File: src/pll_ctrl_pkg.sv
package pll_ctrl_pkg;
    // register byte addresses (all multiples of four: index * 4)
    localparam logic [11:0] LOCK_CAL_IDX    = 12'h018;
    localparam logic [11:0] LOCK_PIN_IDX    = 12'h01A;
    localparam logic [11:0] REF_SEL_IDX     = 12'h01C;
    localparam logic [11:0] HOLD_CTRL_IDX   = 12'h01D;
    localparam logic [11:0] MON_READ_IDX    = 12'h01F;
    localparam logic [11:0] UPDATE_IDX      = 12'h232;
    localparam logic [13:0] LOCK_CAL_ADDR   = {LOCK_CAL_IDX, 2'b00};
    localparam logic [13:0] LOCK_PIN_ADDR   = {LOCK_PIN_IDX, 2'b00};
    localparam logic [13:0] REF_SEL_ADDR    = {REF_SEL_IDX, 2'b00};
    localparam logic [13:0] HOLD_CTRL_ADDR  = {HOLD_CTRL_IDX, 2'b00};
    localparam logic [13:0] MON_READ_ADDR   = {MON_READ_IDX, 2'b00};
    localparam logic [13:0] UPDATE_ADDR     = {UPDATE_IDX, 2'b00};
    // field positions
    localparam int CAL_START_BIT   = 0;
    localparam int CAL_DIV_LSB     = 1;
    localparam int DLD_DIS_BIT     = 3;
    localparam int LD_CNT_LSB      = 5;
    localparam int REF_PREF_BIT    = 3;
    localparam int AUTO_SW_BIT     = 4;
    localparam int REF_BUF_LSB     = 1;
    localparam int HOLD_EN0_BIT    = 0;
    localparam int EXT_HOLD_BIT    = 1;
    localparam int HOLD_EN2_BIT    = 2;
    localparam int LD_CMP_EN_BIT   = 3;
    localparam int REF_THR_BIT     = 0;
    localparam int CAL_DONE_BIT    = 6;
    localparam int UPDATE_BIT      = 0;
    // reset value and field codes
    localparam logic [7:0] REG_RESET      = 8'h00;
    localparam logic [5:0] LD_CUR_SRC     = 6'h04;
    localparam logic [1:0] REF_BOTH_ON    = 2'h3;
    // lock counts per counter code, calibration length
    localparam logic [7:0] LD_CNT_CODE0   = 8'h05;
    localparam logic [7:0] LD_CNT_CODE1   = 8'h10;
    localparam logic [7:0] LD_CNT_CODE2   = 8'h40;
    localparam logic [7:0] LD_CNT_CODE3   = 8'hFF;
    localparam logic [12:0] CAL_CYCLES    = 13'h1130;

    typedef enum logic [1:0] {
        CAL_IDLE = 2'b00,
        CAL_RUN  = 2'b01,
        CAL_DONE = 2'b10
    } cal_state_t;

    typedef struct packed {
        logic       ref_edge;     // reference-path phase detector event
        logic       fb_edge;      // feedback-path phase detector event
        logic       in_window;    // edges inside lock window this cycle
    } pd_event_t;
endpackage

File: src/pll_holdover_vco_calibration.sv
`timescale 1ns/10ps
// Contract
// RULE1 - lock loss tristates charge pump in auto holdover
// RULE2 - lock judged from pin; comparator off reads high
// RULE3 - tristate held while no reference edge
// RULE4 - reference edge exit resets B counter only
// RULE5 - no re-entry until lock regained again
// RULE6 - holdover follows selected reference
// RULE7 - counter field sets lock cycles, 00 five
// RULE8 - software keeps digital lock detect enabled
// RULE9 - code 000100b selects current-source lock mode
// RULE10 - external bit zero selects automatic holdover
// RULE11 - holdover needs both enable bits set
// RULE12 - reference control bits and buffer field
// RULE13 - frequency monitor flags, selectable reference threshold
// RULE14 - calibrate bit committed by update starts calibration
// RULE15 - later calibrations need clear, update, set, update
// RULE16 - status bit reads one after calibration
// RULE17 - sync held during calibration, released after
// RULE18 - calibration clock is detector rate over divider
// RULE19 - calibration lasts 4400 calibration clocks
// RULE20 - never self-start on register change
// RULE21 - software recalibrates after divider changes
// RULE22 - software prefers current-source lock pin mode
// RULE23 - done bit zero while calibration runs
module pll_holdover_vco_calibration
    import pll_ctrl_pkg::*;
(
    input  wire logic        core_clk_in,
    input  wire logic        resetn_in,
    input  wire logic        psel_in,
    input  wire logic        penable_in,
    input  wire logic        pwrite_in,
    input  wire logic [13:0] paddr_in,
    input  wire logic [31:0] pwdata_in,
    input  wire logic [3:0]  pstrb_in,
    output logic      [31:0] prdata_out,
    output logic             pready_out,
    output logic             pslverr_out,
    input  wire pd_event_t   pd_event_in,
    input  wire logic        lock_indicator_pin_in,
    input  wire logic        ext_holdover_req_in,
    input  wire logic        first_reference_low_in,
    input  wire logic        second_reference_low_in,
    input  wire logic        vco_low_in,
    output logic             digital_lock_flag_out,
    output logic             charge_pump_hiz_out,
    output logic             b_counter_reset_out,
    output logic             output_sync_out,
    output logic             ld_current_source_out,
    output logic             ref_auto_switch_out,
    output logic             ref_second_sel_out,
    output logic [1:0]       ref_buf_en_out,
    output logic             ref_thr_extended_out
);
    // config registers, shadow copies take effect on update
    logic [7:0]  lock_cal_q, lock_cal_d, lock_pin_q, lock_pin_d;
    logic [7:0]  ref_sel_q, ref_sel_d, hold_q, hold_d, mon_q, mon_d;
    logic [7:0]  act_cal_q, act_cal_d, act_pin_q, act_pin_d;
    logic [7:0]  act_ref_q, act_ref_d, act_hold_q, act_hold_d, act_mon_q, act_mon_d;
    logic        ld_s1_q, ld_s2_q, ext_s1_q, ext_s2_q;
    logic [2:0]  mon_s1_q, mon_s2_q;
    logic [7:0]  lock_cnt_q, lock_cnt_d;
    logic        dld_q, dld_d;
    logic        hold_q_st, hold_d_st, rearm_q, rearm_d, bres_q, bres_d;
    logic        ext_prev_q;
    cal_state_t  cal_st_q, cal_st_d;
    logic [12:0] cal_cnt_q, cal_cnt_d;
    logic [3:0]  div_cnt_q, div_cnt_d;
    logic        cal_done_q, cal_done_d, cal_prev_q, cal_prev_d;
    logic [31:0] prdata_d;

    logic wr_acc, rd_acc, hit, upd, ld_level, hold_en, auto_mode;
    logic lock_lost, cal_tick, cal_rise;
    logic [7:0] lock_need;
    logic [3:0] div_len;

    function automatic logic addr_hit(input logic [13:0] a);
        addr_hit = (a == LOCK_CAL_ADDR) || (a == LOCK_PIN_ADDR) ||
                   (a == REF_SEL_ADDR) || (a == HOLD_CTRL_ADDR) ||
                   (a == MON_READ_ADDR) || (a == UPDATE_ADDR);
    endfunction

    // apb: zero wait states, unmapped addresses flag slverr
    assign pready_out  = 1'b1;
    assign hit         = addr_hit(paddr_in);
    assign pslverr_out = psel_in & penable_in & ~hit;
    assign wr_acc      = psel_in & penable_in & pwrite_in & hit & pstrb_in[0];
    assign rd_acc      = psel_in & penable_in & ~pwrite_in & hit;
    assign upd         = wr_acc & (paddr_in == UPDATE_ADDR) & pwdata_in[UPDATE_BIT];

    // register writes and update commit; nothing here starts calibration
    always_comb begin
        lock_cal_d = lock_cal_q;
        lock_pin_d = lock_pin_q;
        ref_sel_d  = ref_sel_q;
        hold_d     = hold_q;
        mon_d      = mon_q;
        if (wr_acc) begin
            unique case (paddr_in)
                LOCK_CAL_ADDR:  lock_cal_d = pwdata_in[7:0];
                LOCK_PIN_ADDR:  lock_pin_d = {2'b00, pwdata_in[5:0]};
                REF_SEL_ADDR:   ref_sel_d  = pwdata_in[7:0];
                HOLD_CTRL_ADDR: hold_d     = pwdata_in[7:0];
                MON_READ_ADDR:  mon_d      = {7'h00, pwdata_in[REF_THR_BIT]};
                default:        ;
            endcase
        end
        act_cal_d  = upd ? lock_cal_d : act_cal_q; // [RULE14] [RULE20]
        act_pin_d  = upd ? lock_pin_d : act_pin_q;
        act_ref_d  = upd ? ref_sel_d  : act_ref_q;
        act_hold_d = upd ? hold_d     : act_hold_q;
        act_mon_d  = upd ? mon_d      : act_mon_q;
    end

    // read mux, registered data
    always_comb begin
        prdata_d = 32'h0000_0000;
        if (psel_in & ~penable_in & ~pwrite_in) begin
            unique case (paddr_in)
                LOCK_CAL_ADDR:  prdata_d[7:0] = lock_cal_q;
                LOCK_PIN_ADDR:  prdata_d[7:0] = lock_pin_q;
                REF_SEL_ADDR:   prdata_d[7:0] = ref_sel_q;
                HOLD_CTRL_ADDR: prdata_d[7:0] = hold_q;
                MON_READ_ADDR:  prdata_d[7:0] = {1'b0, cal_done_q, 1'b0, mon_s2_q,
                                                 1'b0, mon_q[REF_THR_BIT]}; // [RULE16] [RULE13]
                default:        prdata_d = 32'h0000_0000;
            endcase
        end
    end

    // configuration outputs
    assign ld_current_source_out = (act_pin_q[5:0] == LD_CUR_SRC); // [RULE9]
    assign ref_auto_switch_out   = act_ref_q[AUTO_SW_BIT]; // [RULE12]
    assign ref_second_sel_out    = act_ref_q[REF_PREF_BIT]; // [RULE12]
    assign ref_buf_en_out        = act_ref_q[REF_BUF_LSB+:2]; // [RULE12]
    assign ref_thr_extended_out  = act_mon_q[REF_THR_BIT]; // [RULE13]

    // digital lock detect; counter code picks consecutive count
    always_comb begin
        unique case (act_cal_q[LD_CNT_LSB+:2]) // [RULE7]
            2'b00: lock_need = LD_CNT_CODE0;
            2'b01: lock_need = LD_CNT_CODE1;
            2'b10: lock_need = LD_CNT_CODE2;
            2'b11: lock_need = LD_CNT_CODE3;
        endcase
        lock_cnt_d = lock_cnt_q;
        dld_d      = dld_q;
        if (act_cal_q[DLD_DIS_BIT]) begin
            lock_cnt_d = 8'h00;
            dld_d      = 1'b0;
        end else if (pd_event_in.ref_edge) begin
            if (!pd_event_in.in_window) begin
                lock_cnt_d = 8'h00;
                dld_d      = 1'b0;
            end else if (lock_cnt_q >= lock_need - 8'h01) begin
                lock_cnt_d = lock_need;
                dld_d      = 1'b1;
            end else begin
                lock_cnt_d = lock_cnt_q + 8'h01;
            end
        end
    end
    assign digital_lock_flag_out = dld_q;

    // holdover sequencing
    assign hold_en   = act_hold_q[HOLD_EN0_BIT] & act_hold_q[HOLD_EN2_BIT]; // [RULE11]
    assign auto_mode = ~act_hold_q[EXT_HOLD_BIT]; // [RULE10]
    assign ld_level  = act_hold_q[LD_CMP_EN_BIT] ? ld_s2_q : 1'b1; // [RULE2]
    // sensed on synchronised pin of the selected-reference loop
    assign lock_lost = auto_mode ? ~ld_level : (~ext_s2_q & ext_prev_q); // [RULE6]

    always_comb begin
        hold_d_st = hold_q_st;
        rearm_d   = rearm_q;
        bres_d    = 1'b0;
        if (!hold_en) begin
            hold_d_st = 1'b0;
            rearm_d   = 1'b1;
        end else if (hold_q_st) begin
            // stays tristated until a reference edge arrives in auto mode or with the external request high
            if (pd_event_in.ref_edge && (auto_mode || ext_s2_q)) begin // [RULE3] [RULE6]
                hold_d_st = 1'b0;
                bres_d    = 1'b1; // [RULE4]
                rearm_d   = 1'b0;
            end
        end else if (!rearm_q) begin
            if (dld_q && ld_level) begin // [RULE5]
                rearm_d = 1'b1;
            end
        end else if (lock_lost) begin
            hold_d_st = 1'b1; // [RULE1]
        end
    end
    assign charge_pump_hiz_out = hold_q_st; // [RULE1]
    assign b_counter_reset_out = bres_q; // [RULE4]

    // calibration: rising edge of committed bit, phase detector tick divided
    assign cal_rise = act_cal_q[CAL_START_BIT] & ~cal_prev_q; // [RULE14] [RULE15]
    assign div_len  = 4'h1 << act_cal_q[CAL_DIV_LSB+:2];
    assign cal_tick = pd_event_in.ref_edge && (div_cnt_q + 4'h1 >= div_len); // [RULE18]

    always_comb begin
        cal_st_d   = cal_st_q;
        cal_cnt_d  = cal_cnt_q;
        div_cnt_d  = div_cnt_q;
        cal_done_d = cal_done_q;
        cal_prev_d = act_cal_q[CAL_START_BIT];
        unique case (cal_st_q)
            CAL_IDLE, CAL_DONE: begin
                if (cal_rise) begin
                    cal_st_d   = CAL_RUN;
                    cal_cnt_d  = 13'h0000;
                    div_cnt_d  = 4'h0;
                    cal_done_d = 1'b0; // [RULE23]
                end
            end
            CAL_RUN: begin
                if (pd_event_in.ref_edge) begin
                    div_cnt_d = cal_tick ? 4'h0 : div_cnt_q + 4'h1;
                end
                if (cal_tick) begin
                    if (cal_cnt_q == CAL_CYCLES - 13'h0001) begin // [RULE19]
                        cal_st_d   = CAL_DONE;
                        cal_done_d = 1'b1; // [RULE16]
                    end else begin
                        cal_cnt_d = cal_cnt_q + 13'h0001;
                    end
                end
            end
            default: cal_st_d = CAL_IDLE;
        endcase
    end
    assign output_sync_out = (cal_st_q == CAL_RUN); // [RULE17]

    // synchronisers for pin inputs
    always_ff @(posedge core_clk_in or negedge resetn_in) begin
        if (!resetn_in) begin
            ld_s1_q    <= 1'b0;
            ld_s2_q    <= 1'b0;
            ext_s1_q   <= 1'b1;
            ext_s2_q   <= 1'b1;
            ext_prev_q <= 1'b1;
            mon_s1_q   <= 3'h0;
            mon_s2_q   <= 3'h0;
        end else begin
            ld_s1_q    <= lock_indicator_pin_in;
            ld_s2_q    <= ld_s1_q;
            ext_s1_q   <= ext_holdover_req_in;
            ext_s2_q   <= ext_s1_q;
            ext_prev_q <= ext_s2_q;
            mon_s1_q   <= {vco_low_in, second_reference_low_in, first_reference_low_in};
            mon_s2_q   <= mon_s1_q;
        end
    end

    // state registers
    always_ff @(posedge core_clk_in or negedge resetn_in) begin
        if (!resetn_in) begin
            lock_cal_q <= REG_RESET;
            lock_pin_q <= REG_RESET;
            ref_sel_q  <= REG_RESET;
            hold_q     <= REG_RESET;
            mon_q      <= REG_RESET;
            act_cal_q  <= REG_RESET;
            act_pin_q  <= REG_RESET;
            act_ref_q  <= REG_RESET;
            act_hold_q <= REG_RESET;
            act_mon_q  <= REG_RESET;
            prdata_out <= 32'h0000_0000;
            lock_cnt_q <= 8'h00;
            dld_q      <= 1'b0;
            hold_q_st  <= 1'b0;
            rearm_q    <= 1'b1;
            bres_q     <= 1'b0;
            cal_st_q   <= CAL_IDLE;
            cal_cnt_q  <= 13'h0000;
            div_cnt_q  <= 4'h0;
            cal_done_q <= 1'b0;
            cal_prev_q <= 1'b0;
        end else begin
            lock_cal_q <= lock_cal_d;
            lock_pin_q <= lock_pin_d;
            ref_sel_q  <= ref_sel_d;
            hold_q     <= hold_d;
            mon_q      <= mon_d;
            act_cal_q  <= act_cal_d;
            act_pin_q  <= act_pin_d;
            act_ref_q  <= act_ref_d;
            act_hold_q <= act_hold_d;
            act_mon_q  <= act_mon_d;
            prdata_out <= rd_acc ? prdata_out : prdata_d;
            lock_cnt_q <= lock_cnt_d;
            dld_q      <= dld_d;
            hold_q_st  <= hold_d_st;
            rearm_q    <= rearm_d;
            bres_q     <= bres_d;
            cal_st_q   <= cal_st_d;
            cal_cnt_q  <= cal_cnt_d;
            div_cnt_q  <= div_cnt_d;
            cal_done_q <= cal_done_d;
            cal_prev_q <= cal_prev_d;
        end
    end

    // checks
    property p_hold_enter;
        @(posedge core_clk_in) disable iff (!resetn_in)
        hold_en && auto_mode && rearm_q && !hold_q_st && !ld_level
            |=> charge_pump_hiz_out;
    endproperty
    a_hold_enter: assert property (p_hold_enter) else $error("no holdover on lock loss"); // [RULE1]

    property p_hold_stay;
        @(posedge core_clk_in) disable iff (!resetn_in)
        charge_pump_hiz_out && !pd_event_in.ref_edge && hold_en |=> charge_pump_hiz_out;
    endproperty
    a_hold_stay: assert property (p_hold_stay) else $error("left holdover without ref"); // [RULE3]

    property p_bres;
        @(posedge core_clk_in) disable iff (!resetn_in)
        $fell(charge_pump_hiz_out) && hold_en |-> b_counter_reset_out;
    endproperty
    a_bres: assert property (p_bres) else $error("b counter not reset on exit"); // [RULE4]

    property p_disabled;
        @(posedge core_clk_in) disable iff (!resetn_in)
        !hold_en |=> !charge_pump_hiz_out;
    endproperty
    a_disabled: assert property (p_disabled) else $error("holdover while disabled"); // [RULE11]

    property p_cal_sync;
        @(posedge core_clk_in) disable iff (!resetn_in)
        cal_rise && cal_st_q != CAL_RUN |=> output_sync_out && !cal_done_q;
    endproperty
    a_cal_sync: assert property (p_cal_sync) else $error("calibration start wrong"); // [RULE17]

    property p_done_low;
        @(posedge core_clk_in) disable iff (!resetn_in)
        output_sync_out |-> !cal_done_q;
    endproperty
    a_done_low: assert property (p_done_low) else $error("done set while calibrating"); // [RULE23]

    property p_cal_end;
        @(posedge core_clk_in) disable iff (!resetn_in)
        $fell(output_sync_out) |-> cal_done_q && cal_cnt_q == CAL_CYCLES - 13'h0001;
    endproperty
    a_cal_end: assert property (p_cal_end) else $error("calibration length wrong"); // [RULE19]

    property p_no_self_start;
        @(posedge core_clk_in) disable iff (!resetn_in)
        !output_sync_out && !cal_rise |=> !output_sync_out;
    endproperty
    a_no_self_start: assert property (p_no_self_start) else $error("self-started calibration"); // [RULE20]

    property p_lock5;
        @(posedge core_clk_in) disable iff (!resetn_in)
        $rose(dld_q) && act_cal_q[LD_CNT_LSB+:2] == 2'b00 |-> lock_cnt_q == 8'h05;
    endproperty
    a_lock5: assert property (p_lock5) else $error("lock count wrong"); // [RULE7]

    // after an exit, nothing re-enters until rearmed by lock and pin
    property p_no_reentry;
        @(posedge core_clk_in) disable iff (!resetn_in)
        hold_en && !hold_q_st && !rearm_q |=> !charge_pump_hiz_out;
    endproperty
    a_no_reentry: assert property (p_no_reentry) else $error("holdover re-entered early"); // [RULE5]

    // comparator off: pin always reads high, so auto mode never fires
    property p_cmp_off;
        @(posedge core_clk_in) disable iff (!resetn_in)
        hold_en && auto_mode && !act_hold_q[LD_CMP_EN_BIT] && !hold_q_st
            |=> !charge_pump_hiz_out;
    endproperty
    a_cmp_off: assert property (p_cmp_off) else $error("holdover with comparator off"); // [RULE2]
endmodule

File: config.mk
export PLATFORM = sky130hd
export DESIGN_NAME = pll_holdover_vco_calibration
export DESIGN_NICKNAME = d
export VERILOG_FILES = /design/src/pll_ctrl_pkg.sv /design/src/pll_holdover_vco_calibration.sv
export SDC_FILE = /design/constraint.sdc
export NUM_CORES = 1
export LEC_CHECK = 0
export BUFFER_PORTS_ARGS = -buffer_cell sky130_fd_sc_hd__buf_2
export CAP_MARGIN = 15
export CELL_PAD_IN_SITES_DETAIL_PLACEMENT = 0
export CELL_PAD_IN_SITES_GLOBAL_PLACEMENT = 2
export CORE_MARGIN = 2
export CORE_UTILIZATION = 34
export DETAILED_ROUTE_END_ITERATION = 8
export GPL_TIMING_DRIVEN = 0
export PLACE_DENSITY = 0.75
export SLEW_MARGIN = 30
export SYNTH_ARGS = -nofsm -noshare
export SYNTH_HDL_FRONTEND = slang
export SYNTH_SLANG_ARGS = --single-unit
File: constraint.sdc
create_clock -name core_clk_in -period 5.1 [get_ports core_clk_in]
set_clock_uncertainty 0.15 [all_clocks]
set_input_delay 1.02 -clock core_clk_in [delete_from_list [all_inputs] [get_ports core_clk_in]]
set_output_delay 1.02 -clock core_clk_in [all_outputs]
set_load 0.01 [all_outputs]
==> results.tsv, run 1 <==
stage	metric	value	unit
run_status	run status	complete, no violations	
worst_setup_path	CP cell instances	buf_2 -> buf_1 -> nand3b_1 -> nand4_1 -> a21oi_1 -> nor2_1 -> buf_2	
yosys	prevailing post-synth register cell	dfrtp_1	
placed_design	DP HPWL	9310	µm
grt	antenna violations before repair	0	
power_and_ir_drop	cell internal pwr	0.00125	W
power_and_ir_drop	maximum VDD drop	0.126	mV
yosys	Post-synth top cells	100 x dfrtp_1, 50 x mux2_2, 39 x nand2_1, 31 x o21ai_0, 27 x buf_4	
yosys	Synth top area share	0.460	
worst_setup_path	Worst path depth	7	
clock_network	CTS tree	built	
drt	1st-iter DRT viols	176	
placed_design	Port Buffer Count	52	
drt	DR vias/cell	5.01	
drt	ANT nets after route	0	
clock_network	CTS clk-pin slew, worst paths	0.07	ns
yosys	register area share after synthesis	0.480	
timing	Final TNS setup	0	ns
placed_design	GP Congestion	0.765	
power_and_ir_drop	Seq pwr share	0.513	
grt	vias in the first global route	4003	
worst_setup_path	Worst Path Required	3.93	ns
worst_setup_path	worst reg2reg path startpoint	act_cal_q[6]	
worst_setup_path	reg2reg end	lock_cnt_q[4]	
timing	worst-margin pin slew	0.879	ns
worst_setup_path	CP bufs+invs	3	
clock_network	hold_buf cts	0	
yosys	yosys warns	0	
run	max-cap violations	0	
yosys	distinct cell type count after synthesis	70	
yosys	dominant cell type by area after synthesis	dfrtp_1	
clock_network	post-CTS setup buffers	0	
die	die area	17000	µm²
grt	All-Layer GR Usage	0.154	
clock_network	clk sink count	104	
power_and_ir_drop	PD cells	254	nW/µm²
timing	fmax	0.281	GHz
clock_network	CTS max path bufs	2	
layout	ant diodes	0	
timing	RSZ-0062 raised after global routing	false	
worst_hold_path	hold crit path type	flop to flop	
yosys	Synth Instances	494	
timing	Fin. Hold Viols	0	
clock_network	# H-tree levels	3	
die	core footprint	15800	µm²
worst_setup_path	CP dominant cell by count	buf_2	
timing	Finish-stage setup viols	0	
placed_design	Setup WS pre-CTS	1.55	ns
worst_setup_path	CP delay by family, top	buffers and inverters	
timing	final slew viol count	0	
yosys	Yosys reg bits	104	
yosys	Post-synth EDFFs	0	
yosys	Area contributors post-synth	dfrtp_1 46%, mux2_2 10%, ha_1 4.8%, buf_4 3.7%, o21ai_0 2.9%	
worst_setup_path	CP peak stage delay	0.52	ns
worst_setup_path	Critical-path top delay cell	buf_1	
worst_setup_path	CP endpoint kind	primary output	
worst_setup_path	worst reg2reg path depth	10	
clock_network	Root Driver	clkbuf_16	
grt	total grt overflow	0	
die	Die Y	130	µm
drt	# DRC	0	
worst_setup_path	CP arrival	2.38	ns
timing	Slew headroom	0.410	
drt	WL/cell	15.5	µm
worst_setup_path	Critical Path Sink	pslverr_out	
die	Starting Density	0.345	
power_and_ir_drop	combinational fraction of design power	0.050	
worst_setup_path	flop-to-flop setup slack	1.94	ns
timing	period utilisation layout	0.697	
layout	fraction of layout cells with a size suffix above 1	0.297	
die	io pins	107	
drt	drt total wl	12400	µm
die	std cell rows	46	
clock_network	worst-skew pair later-pin latency	0.35	ns
die	die width	130	µm
power_and_ir_drop	sw frac	0.229	
yosys	fraction of registers with async set/reset	1.00	
yosys	Post-Syn Area	5440	µm²
layout	area grow syn2layout	17.6	%
clock_network	post-cts resize count	0	
grt	largest net degree at the start of global routing	66	
worst_setup_path	Setup crit start kind	input pin	
power_and_ir_drop	Sw Pwr	0.000371	W
grt	first-pass GRT wire length	20400	µm
drt	total number of vias	4019	
yosys	Avg Cell Area, Syn	11.0	µm²
layout	fin nets	665	
timing	PnR worst setup slack	1.55	ns
drt	Pre-antenna DRT Iters	5	
worst_setup_path	Setup crit start	paddr_in[3]	
clock_network	CTS Buf Count	9	
timing	post-layout min period	3.55	ns
worst_setup_path	Crit Path Class	input pin to primary output	
worst_setup_path	Worst Path Max Fanout	10	
yosys	most frequent cell after synthesis	dfrtp_1	
power_and_ir_drop	Pleak	3.15	nW
power_and_ir_drop	Clock Power Share	0.437	
-- metrics by stage --
step           cell area (µm²)  instances   util  hold slack (ns)  total power, W
6_report                  6390        802  0.405            0.203         0.00162
5_1_grt                   6390        802  0.405            0.218         0.00169
4_1_cts                   6390        802  0.405            0.208         0.00165
3_5_place_dp              6090        786  0.386            0.192        0.000929
3_3_place_gp              6050        785  0.384            0.185        0.000925
2_1_floorplan             5520        517      -            0.181        0.000883
-- worst min path at each step --
| stage | from | end | depth (start not counted) |
|---|---|---|---|
| 4_1_cts | mon_s1_q[2] | mon_s2_q[2] | 0 |
| 3_5_place_dp | mon_s1_q[2] | mon_s2_q[2] | 0 |
| 3_3_place_gp | ld_s1_q | ld_s2_q | 0 |
| 2_1_floorplan | ld_s1_q | ld_s2_q | 0 |
| 5_1_grt | ext_s1_q | ext_s2_q | 0 |
| 6_report | mon_s1_q[2] | mon_s2_q[2] | 0 |
-- power groups by stage --
stage / clock network [W] / registers [W] / logic (W)
after CTS: 0.000732 / 0.000831 / 0.0000825
after global routing: 0.000769 / 0.000831 / 0.0000909
final: 0.000709 / 0.000831 / 0.0000811
after global placement: 0 / 0.000847 / 0.0000776
after floorplan: 0 / 0.000847 / 0.0000366
after detailed placement: 0 / 0.000847 / 0.0000823
-- cell families after synthesis --
group | Yosys count | synth area share
muxes | 57 | 0.117
DFF | 104 | 0.480
adders and majority gates | 21 | 0.0483
xor gates and xnor gates | 2 | 0.00322
buffers and inverters | 57 | 0.0612
other | 2 | 0.00138
AOI/OAI and AO/OA | 95 | 0.124
and+or+nand+nor | 156 | 0.165
-- sequential cells by signal, indices dropped and copies added (netlist names), 2 cells and up, named ones only --
register	count
act_ref_q	4
hold_q	8
mon_s2_q	3
cal_st_q	2
mon_s1_q	3
act_hold_q	4
act_cal_q	6
div_cnt_q	4
ref_sel_q	7
cal_cnt_q	13
prdata_out	8
lock_cnt_q	8
lock_cal_q	7
act_pin_q	6
lock_pin_q	6
-- placed cells by master (no fill, tap or decap), drive strengths merged, types with 6 or more instances in the layout --
cell type / count
nor3: 13
nand4: 8
mux2: 51
o21ai: 31
a21oi: 15
nand3: 20
nor2: 17
or3: 7
dfrtp: 100
o32ai: 6
ha: 21
a32o: 6
mux2i: 6
nand2: 39
clkbuf: 16
conb: 25
inv: 17
buf: 90
and3: 12
nand2b: 7
-- layout make-up --
type	instances	area, µm²
Fill cell	1569	9380
Tap cell	216	270
Buffer	43	280
Inverter	14	52.6
Multi-Input combinational cell	356	2580
Sequential cell	104	2610
Timing Repair Buffer	53	294
Clock buffer	10	229
Clock inverter	6	75.1
-- per-layer routing --
layer  track usage  part of all wire
met5             0                 0
met1         0.204              0.47
met3        0.0224             0.028
met4        0.0726             0.025
met2         0.250              0.48
No activity file was read; power rests on OpenSTA's default activity.
==> run 2, diff against run 1 <==
==> constraint.sdc (replaced) <==
create_clock -name core_clk_in -period 3.3 [get_ports core_clk_in]
set_clock_uncertainty 0.15 [all_clocks]
set_input_delay 0.66 -clock core_clk_in [delete_from_list [all_inputs] [get_ports core_clk_in]]
set_output_delay 0.66 -clock core_clk_in [all_outputs]
set_load 0.01 [all_outputs]
==> run 2 against run 1 <==
  * Final cell count did not move
  * First-iteration DRC count fell by 1.1%
  * Flip-flop and latch count did not move
  * Sequential share of layout area down 0.056 points
  * Sequential power up 54%
  * Setup slack lost 1.2 ns
  * Core utilization up 0.056 points
  * Die area unchanged
  * Via count shrank 0.32%
  * Hold slack worse by 0.13 ns
  * Final area grew 0.14%
  * Largest cell class unchanged
==> results.tsv, run 2 (same netlist as run 1, synthesis figures left out) <==
stage	metric	value	unit
run_status	run status	complete, no violations	
drt	drt total wl	12400	µm
die	Die Y	130	µm
die	core footprint	15800	µm²
clock_network	CTS Buf Count	9	
worst_setup_path	CP endpoint kind	flop	
worst_setup_path	Worst Path Max Fanout	10	
clock_network	CTS tree	built	
timing	Final TNS setup	0	ns
grt	GRT Max-Usage Layer	met2	
die	std cell rows	46	
layout	commonest cells after routing, fill and taps aside	100 x dfrtp_1, 58 x buf_2, 50 x mux2_2, 39 x nand2_1, 31 x o21ai_0	
clock_network	CTS max path bufs	2	
layout	fin nets	665	
grt	largest net degree at the start of global routing	66	
power_and_ir_drop	PD cells	391	nW/µm²
grt	total grt overflow	0	
layout	max reg flops	13	
drt	WL/cell	15.5	µm
grt	first-pass GRT wire length	20400	µm
placed_design	GP Congestion	0.765	
placed_design	Port Buffer Count	52	
timing	PnR worst setup slack	0.306	ns
worst_setup_path	Setup crit start kind	flop	
worst_hold_path	hold crit path type	input pin to async pin	
grt	GR Util met2	0.250	
drt	# DRC	0	
grt	M1 GR Usage	0.204	
die	die width	130	µm
drt	total number of vias	4006	
layout	area grow syn2layout	17.7	%
placed_design	area post-placement	6090	µm²
timing	post-layout min period	2.99	ns
layout	design area	6400	µm²
timing	Fin. Hold Viols	0	
timing	RSZ-0062 raised after global routing	false	
drt	DR vias/cell	5.00	
run	max-cap violations	0	
grt	antenna violations before repair	0	
worst_setup_path	CP arrival	3.13	ns
layout	most common cell after layout, fill and taps aside	dfrtp_1	
layout	ant diodes	0	
timing	Finish-stage setup viols	0	
placed_design	Setup WS pre-CTS	0.190	ns
timing	worst-margin pin slew	0.778	ns
clock_network	post-CTS setup buffers	0	
power_and_ir_drop	maximum VDD drop	0.194	mV
placed_design	DP HPWL	9310	µm
clock_network	# H-tree levels	3	
drt	ANT nets after route	0	
timing	Slew headroom	0.479	
timing	final slew viol count	0	
worst_setup_path	Crit Path Class	flop to flop	
drt	1st-iter DRT viols	174	
layout	most flop-heavy register	cal_cnt_q	
timing	Hold WS	0.0678	ns
die	die area	17000	µm²
clock_network	Root Driver	clkbuf_16	
worst_setup_path	Worst Path Required	3.44	ns
clock_network	worst-skew pair later-pin latency	0.35	ns
drt	Pre-antenna DRT Iters	6	
grt	met3 Resource Use GR	0.0224	
timing	period utilisation layout	0.907	
layout	fraction of layout cells with a size suffix above 1	0.297	
grt	All-Layer GR Usage	0.154	
clock_network	CTS clk-pin slew, worst paths	0.07	ns
die	Starting Density	0.345	
grt	vias in the first global route	4003	
die	io pins	107	
timing	fmax	0.334	GHz
power_and_ir_drop	Pleak	3.15	nW
clock_network	clk sink count	104	
-- run 2: cell count changes in the layout (fill, tap and decap cells not counted) --
| cell | before | now |
|---|---|---|
| o31ai_2 | 1 | 0 |
| o31ai_4 | 0 | 1 |
-- run 2: routing by layer --
| layer | vias to the layer above | part of all wire |
|---|---|---|
| met5 | - | 0 |
| li1 | 1950 | - |
| met2 | 75 | 0.48 |
| met4 | 0 | 0.026 |
| met3 | 22 | 0.026 |
| met1 | 1959 | 0.47 |
-- run 2: worst max-delay path: stages (launching register included) --
cell and delay, ns:
dfrtp_1 0.41, inv_1 0.20, ha_1 0.32, and2_1 0.18, ha_1 0.26, o211a_1 0.21, a211oi_1 0.35, o31ai_4 0.21
or4_1 0.54, nand3_1 0.09
-- run 2: area by class of cell --
| cell class | count | area [µm²] |
|---|---|---|
| multi-input cells | 356 | 2590 |
| fillers | 1569 | 9370 |
| clock inverters | 6 | 75.1 |
| repair buffers | 53 | 294 |
| inverters | 14 | 52.6 |
| well taps | 216 | 270 |
| clock buffers | 10 | 229 |
| flip-flops and latches | 104 | 2610 |
| plain buffers | 43 | 280 |
-- run 2: what timing repair did --
item	4_1_cts	5_1_grt
gates resized for setup	0	1
hold buffers	0	0
endpoints found under the setup margin	0	3
-- run 2: path summary, 6_finish.rpt --
check | start | slack (ns) | to | cells after the start
setup / recovery | act_cal_q[6] | 0.31 | lock_cnt_q[7] | 9
hold / removal | resetn_in | 0.07 | prdata_out[4] | 1
setup reg to reg | act_cal_q[6] | 0.31 | lock_cnt_q[7] | 9
hold reg to reg | mon_s1_q[2] | 0.20 | mon_s2_q[2] | 0
max in group asynchronous | resetn_in | 2.24 | ext_s1_q | 2
min in group core_clk_in | mon_s1_q[2] | 0.20 | mon_s2_q[2] | 0
-- run 2: power breakdown --
| group | switching (W) | internal [W] |
|---|---|---|
| logic | 0.0000776 | 0.0000478 |
| registers | 0.00000207 | 0.00128 |
| clock network | 0.000495 | 0.000601 |
| total | 0.000575 | 0.00193 |
-- run 2: stage by stage --
step	instances	power [W]	util
detailed placement	786	0.00144	0.386
global route	802	0.00261	0.406
finish	802	0.00251	0.406
global placement	785	0.00143	0.384
floorplan	517	0.00136	-
CTS	802	0.00254	0.405
==> run 3, diff against run 2 <==
--- a/config.mk
+++ b/config.mk
@@ -11,10 +11,11 @@
 export CELL_PAD_IN_SITES_GLOBAL_PLACEMENT = 2
 export CORE_MARGIN = 2
 export CORE_UTILIZATION = 34
+export CTS_BUF_LIST = sky130_fd_sc_hd__clkbuf_16
 export DETAILED_ROUTE_END_ITERATION = 8
 export GPL_TIMING_DRIVEN = 0
 export PLACE_DENSITY = 0.75
-export SLEW_MARGIN = 30
+export SLEW_MARGIN = 20
 export SYNTH_ARGS = -nofsm -noshare
 export SYNTH_HDL_FRONTEND = slang
 export SYNTH_SLANG_ARGS = --single-unit
==> run 3 against run 2 <==
  * Total power down 0.12%
  * Register-to-register slack about the same
  * Hold slack unchanged
  * Sequential share of layout area unchanged
  * Setup slack about the same
==> results.tsv, run 3 (same netlist as run 1, synthesis figures left out) <==
stage	metric	value	unit
worst_setup_path	worst reg2reg path startpoint	act_cal_q[6]	
grt	first-pass GRT wire length	20400	µm
worst_setup_path	Critical Path Sink	lock_cnt_q[7]	
layout	final core utilization	0.406	
grt	All-Layer GR Usage	0.154	
timing	post-layout min period	2.99	ns
worst_setup_path	CP endpoint kind	flop	
drt	1st-iter DRT viols	174	
timing	Slew headroom	0.479	
die	core footprint	15800	µm²
die	die area	17000	µm²
layout	fin nets	665	
timing	worst-margin pin slew	0.778	ns
drt	DR vias/cell	5.00	
timing	period utilisation layout	0.907	
grt	antenna violations before repair	0	
drt	# DRC	0	
clock_network	# H-tree levels	3	
clock_network	worst-skew pair later-pin latency	0.35	ns
drt	WL/cell	15.5	µm
worst_hold_path	hold crit path type	input pin to async pin	
die	Starting Density	0.345	
power_and_ir_drop	Pleak	3.16	nW
power_and_ir_drop	PD cells	391	nW/µm²
timing	Finish-stage setup viols	0	
grt	vias in the first global route	4003	
worst_setup_path	CP dominant cell by count	ha_1	
layout	commonest cells after routing, fill and taps aside	100 x dfrtp_1, 58 x buf_2, 50 x mux2_2, 39 x nand2_1, 31 x o21ai_0	
worst_setup_path	CP cell instances	inv_1 -> ha_1 -> and2_1 -> ha_1 -> o211a_1 -> a211oi_1 -> o31ai_4 -> or4_1 -> nand3_1	
clock_network	clk sink count	104	
power_and_ir_drop	maximum VDD drop	0.194	mV
worst_setup_path	flop-to-flop setup slack	0.31	ns
worst_setup_path	Worst Path Max Fanout	10	
layout	most common cell after layout, fill and taps aside	dfrtp_1	
power_and_ir_drop	power consumption	0.00250	W
timing	PnR worst setup slack	0.305	ns
timing	fmax	0.334	GHz
clock_network	post-cts resize count	0	
clock_network	post-CTS setup buffers	0	
timing	Final TNS setup	0	ns
worst_setup_path	Setup crit start	act_cal_q[6]	
placed_design	area post-placement	6090	µm²
worst_setup_path	reg2reg end	lock_cnt_q[7]	
timing	final slew viol count	0	
die	die width	130	µm
placed_design	Setup WS pre-CTS	0.190	ns
die	std cell rows	46	
drt	total number of vias	4006	
worst_setup_path	CP peak stage delay	0.54	ns
clock_network	CTS clk-pin slew, worst paths	0.07	ns
clock_network	CTS max path bufs	2	
placed_design	DP HPWL	9310	µm
grt	total grt overflow	0	
layout	design area	6400	µm²
run	max-cap violations	0	
worst_setup_path	Setup crit start kind	flop	
drt	drt total wl	12400	µm
clock_network	CTS Buf Count	9	
die	io pins	107	
placed_design	GP Congestion	0.765	
layout	ant diodes	0	
clock_network	hold_buf cts	0	
clock_network	Root Driver	clkbuf_16	
worst_setup_path	Crit Path Class	flop to flop	
worst_setup_path	CP arrival	3.13	ns
layout	fraction of layout cells with a size suffix above 1	0.297	
timing	Fin. Hold Viols	0	
layout	max reg flops	13	
placed_design	Port Buffer Count	52	
worst_setup_path	Critical-path top delay cell	or4_1	
run_status	run status	complete, no violations	
die	Die Y	130	µm
timing	RSZ-0062 raised after global routing	false	
drt	ANT nets after route	0	
drt	Pre-antenna DRT Iters	6	
clock_network	CTS tree	built	
worst_setup_path	worst reg2reg path depth	9	
worst_setup_path	Worst Path Required	3.44	ns
layout	area grow syn2layout	17.7	%
layout	most flop-heavy register	cal_cnt_q	
grt	largest net degree at the start of global routing	66	
[run 3: changes by cell type in the layout (fill, tap and decap cells not counted), sizes merged]
| cell | delta |
|---|---|
| clkbuf | -1 |
| inv | +1 |
[run 3: how the worst min path moves through the flow]
| stage | start | end | slack (ns) |
|---|---|---|---|
| after detailed placement | mon_s1_q[2] | mon_s2_q[2] | 0.19 |
| after global placement | ld_s1_q | ld_s2_q | 0.18 |
| after floorplan | ld_s1_q | ld_s2_q | 0.18 |
| after global routing | resetn_in | prdata_out[4] | 0.09 |
| after CTS | resetn_in | act_cal_q[0] | 0.08 |
| final | resetn_in | prdata_out[4] | 0.07 |
[run 3: layout make-up]
class / instances / area [µm²]
Buffer: 43 / 280
Clock buffer: 9 / 225
Clock inverter: 7 / 78.8
Fill cell: 1569 / 9370
Inverter: 14 / 52.6
Multi-Input combinational cell: 356 / 2590
Sequential cell: 104 / 2610
Tap cell: 216 / 270
Timing Repair Buffer: 53 / 294
[run 3: where the power goes]
part	switching [W]	internal (W)	leakage (nW)
Combinational	0.0000776	0.0000478	1.65
Clock	0.000495	0.000598	0.150
Sequential	0.00000207	0.00128	1.36
[run 3: worst max-delay path, delay by kind of cell (launching register included)]
kind | cells | cell delay, ns
AOI/OAI and AO/OA | 3 | 0.78
adders and majority gates | 2 | 0.58
buffers and inverters | 1 | 0.20
DFF | 1 | 0.41
and+or+nand+nor | 3 | 0.81
[run 3: stage by stage]
| step | instances | hold WS [ns] |
|---|---|---|
| CTS | 802 | 0.0785 |
| global placement | 785 | 0.185 |
| floorplan | 517 | 0.181 |
| global route | 802 | 0.0891 |
| finish | 802 | 0.0678 |
| detailed placement | 786 | 0.192 |
[run 3: layer usage]
metal  part of all wire  GRT usage  up-vias
met3              0.026     0.0224       22
met5                  0          0        -
met1               0.47      0.204     1959
met2               0.48      0.250       75
li1                   -          -     1950
met4              0.026     0.0726        0
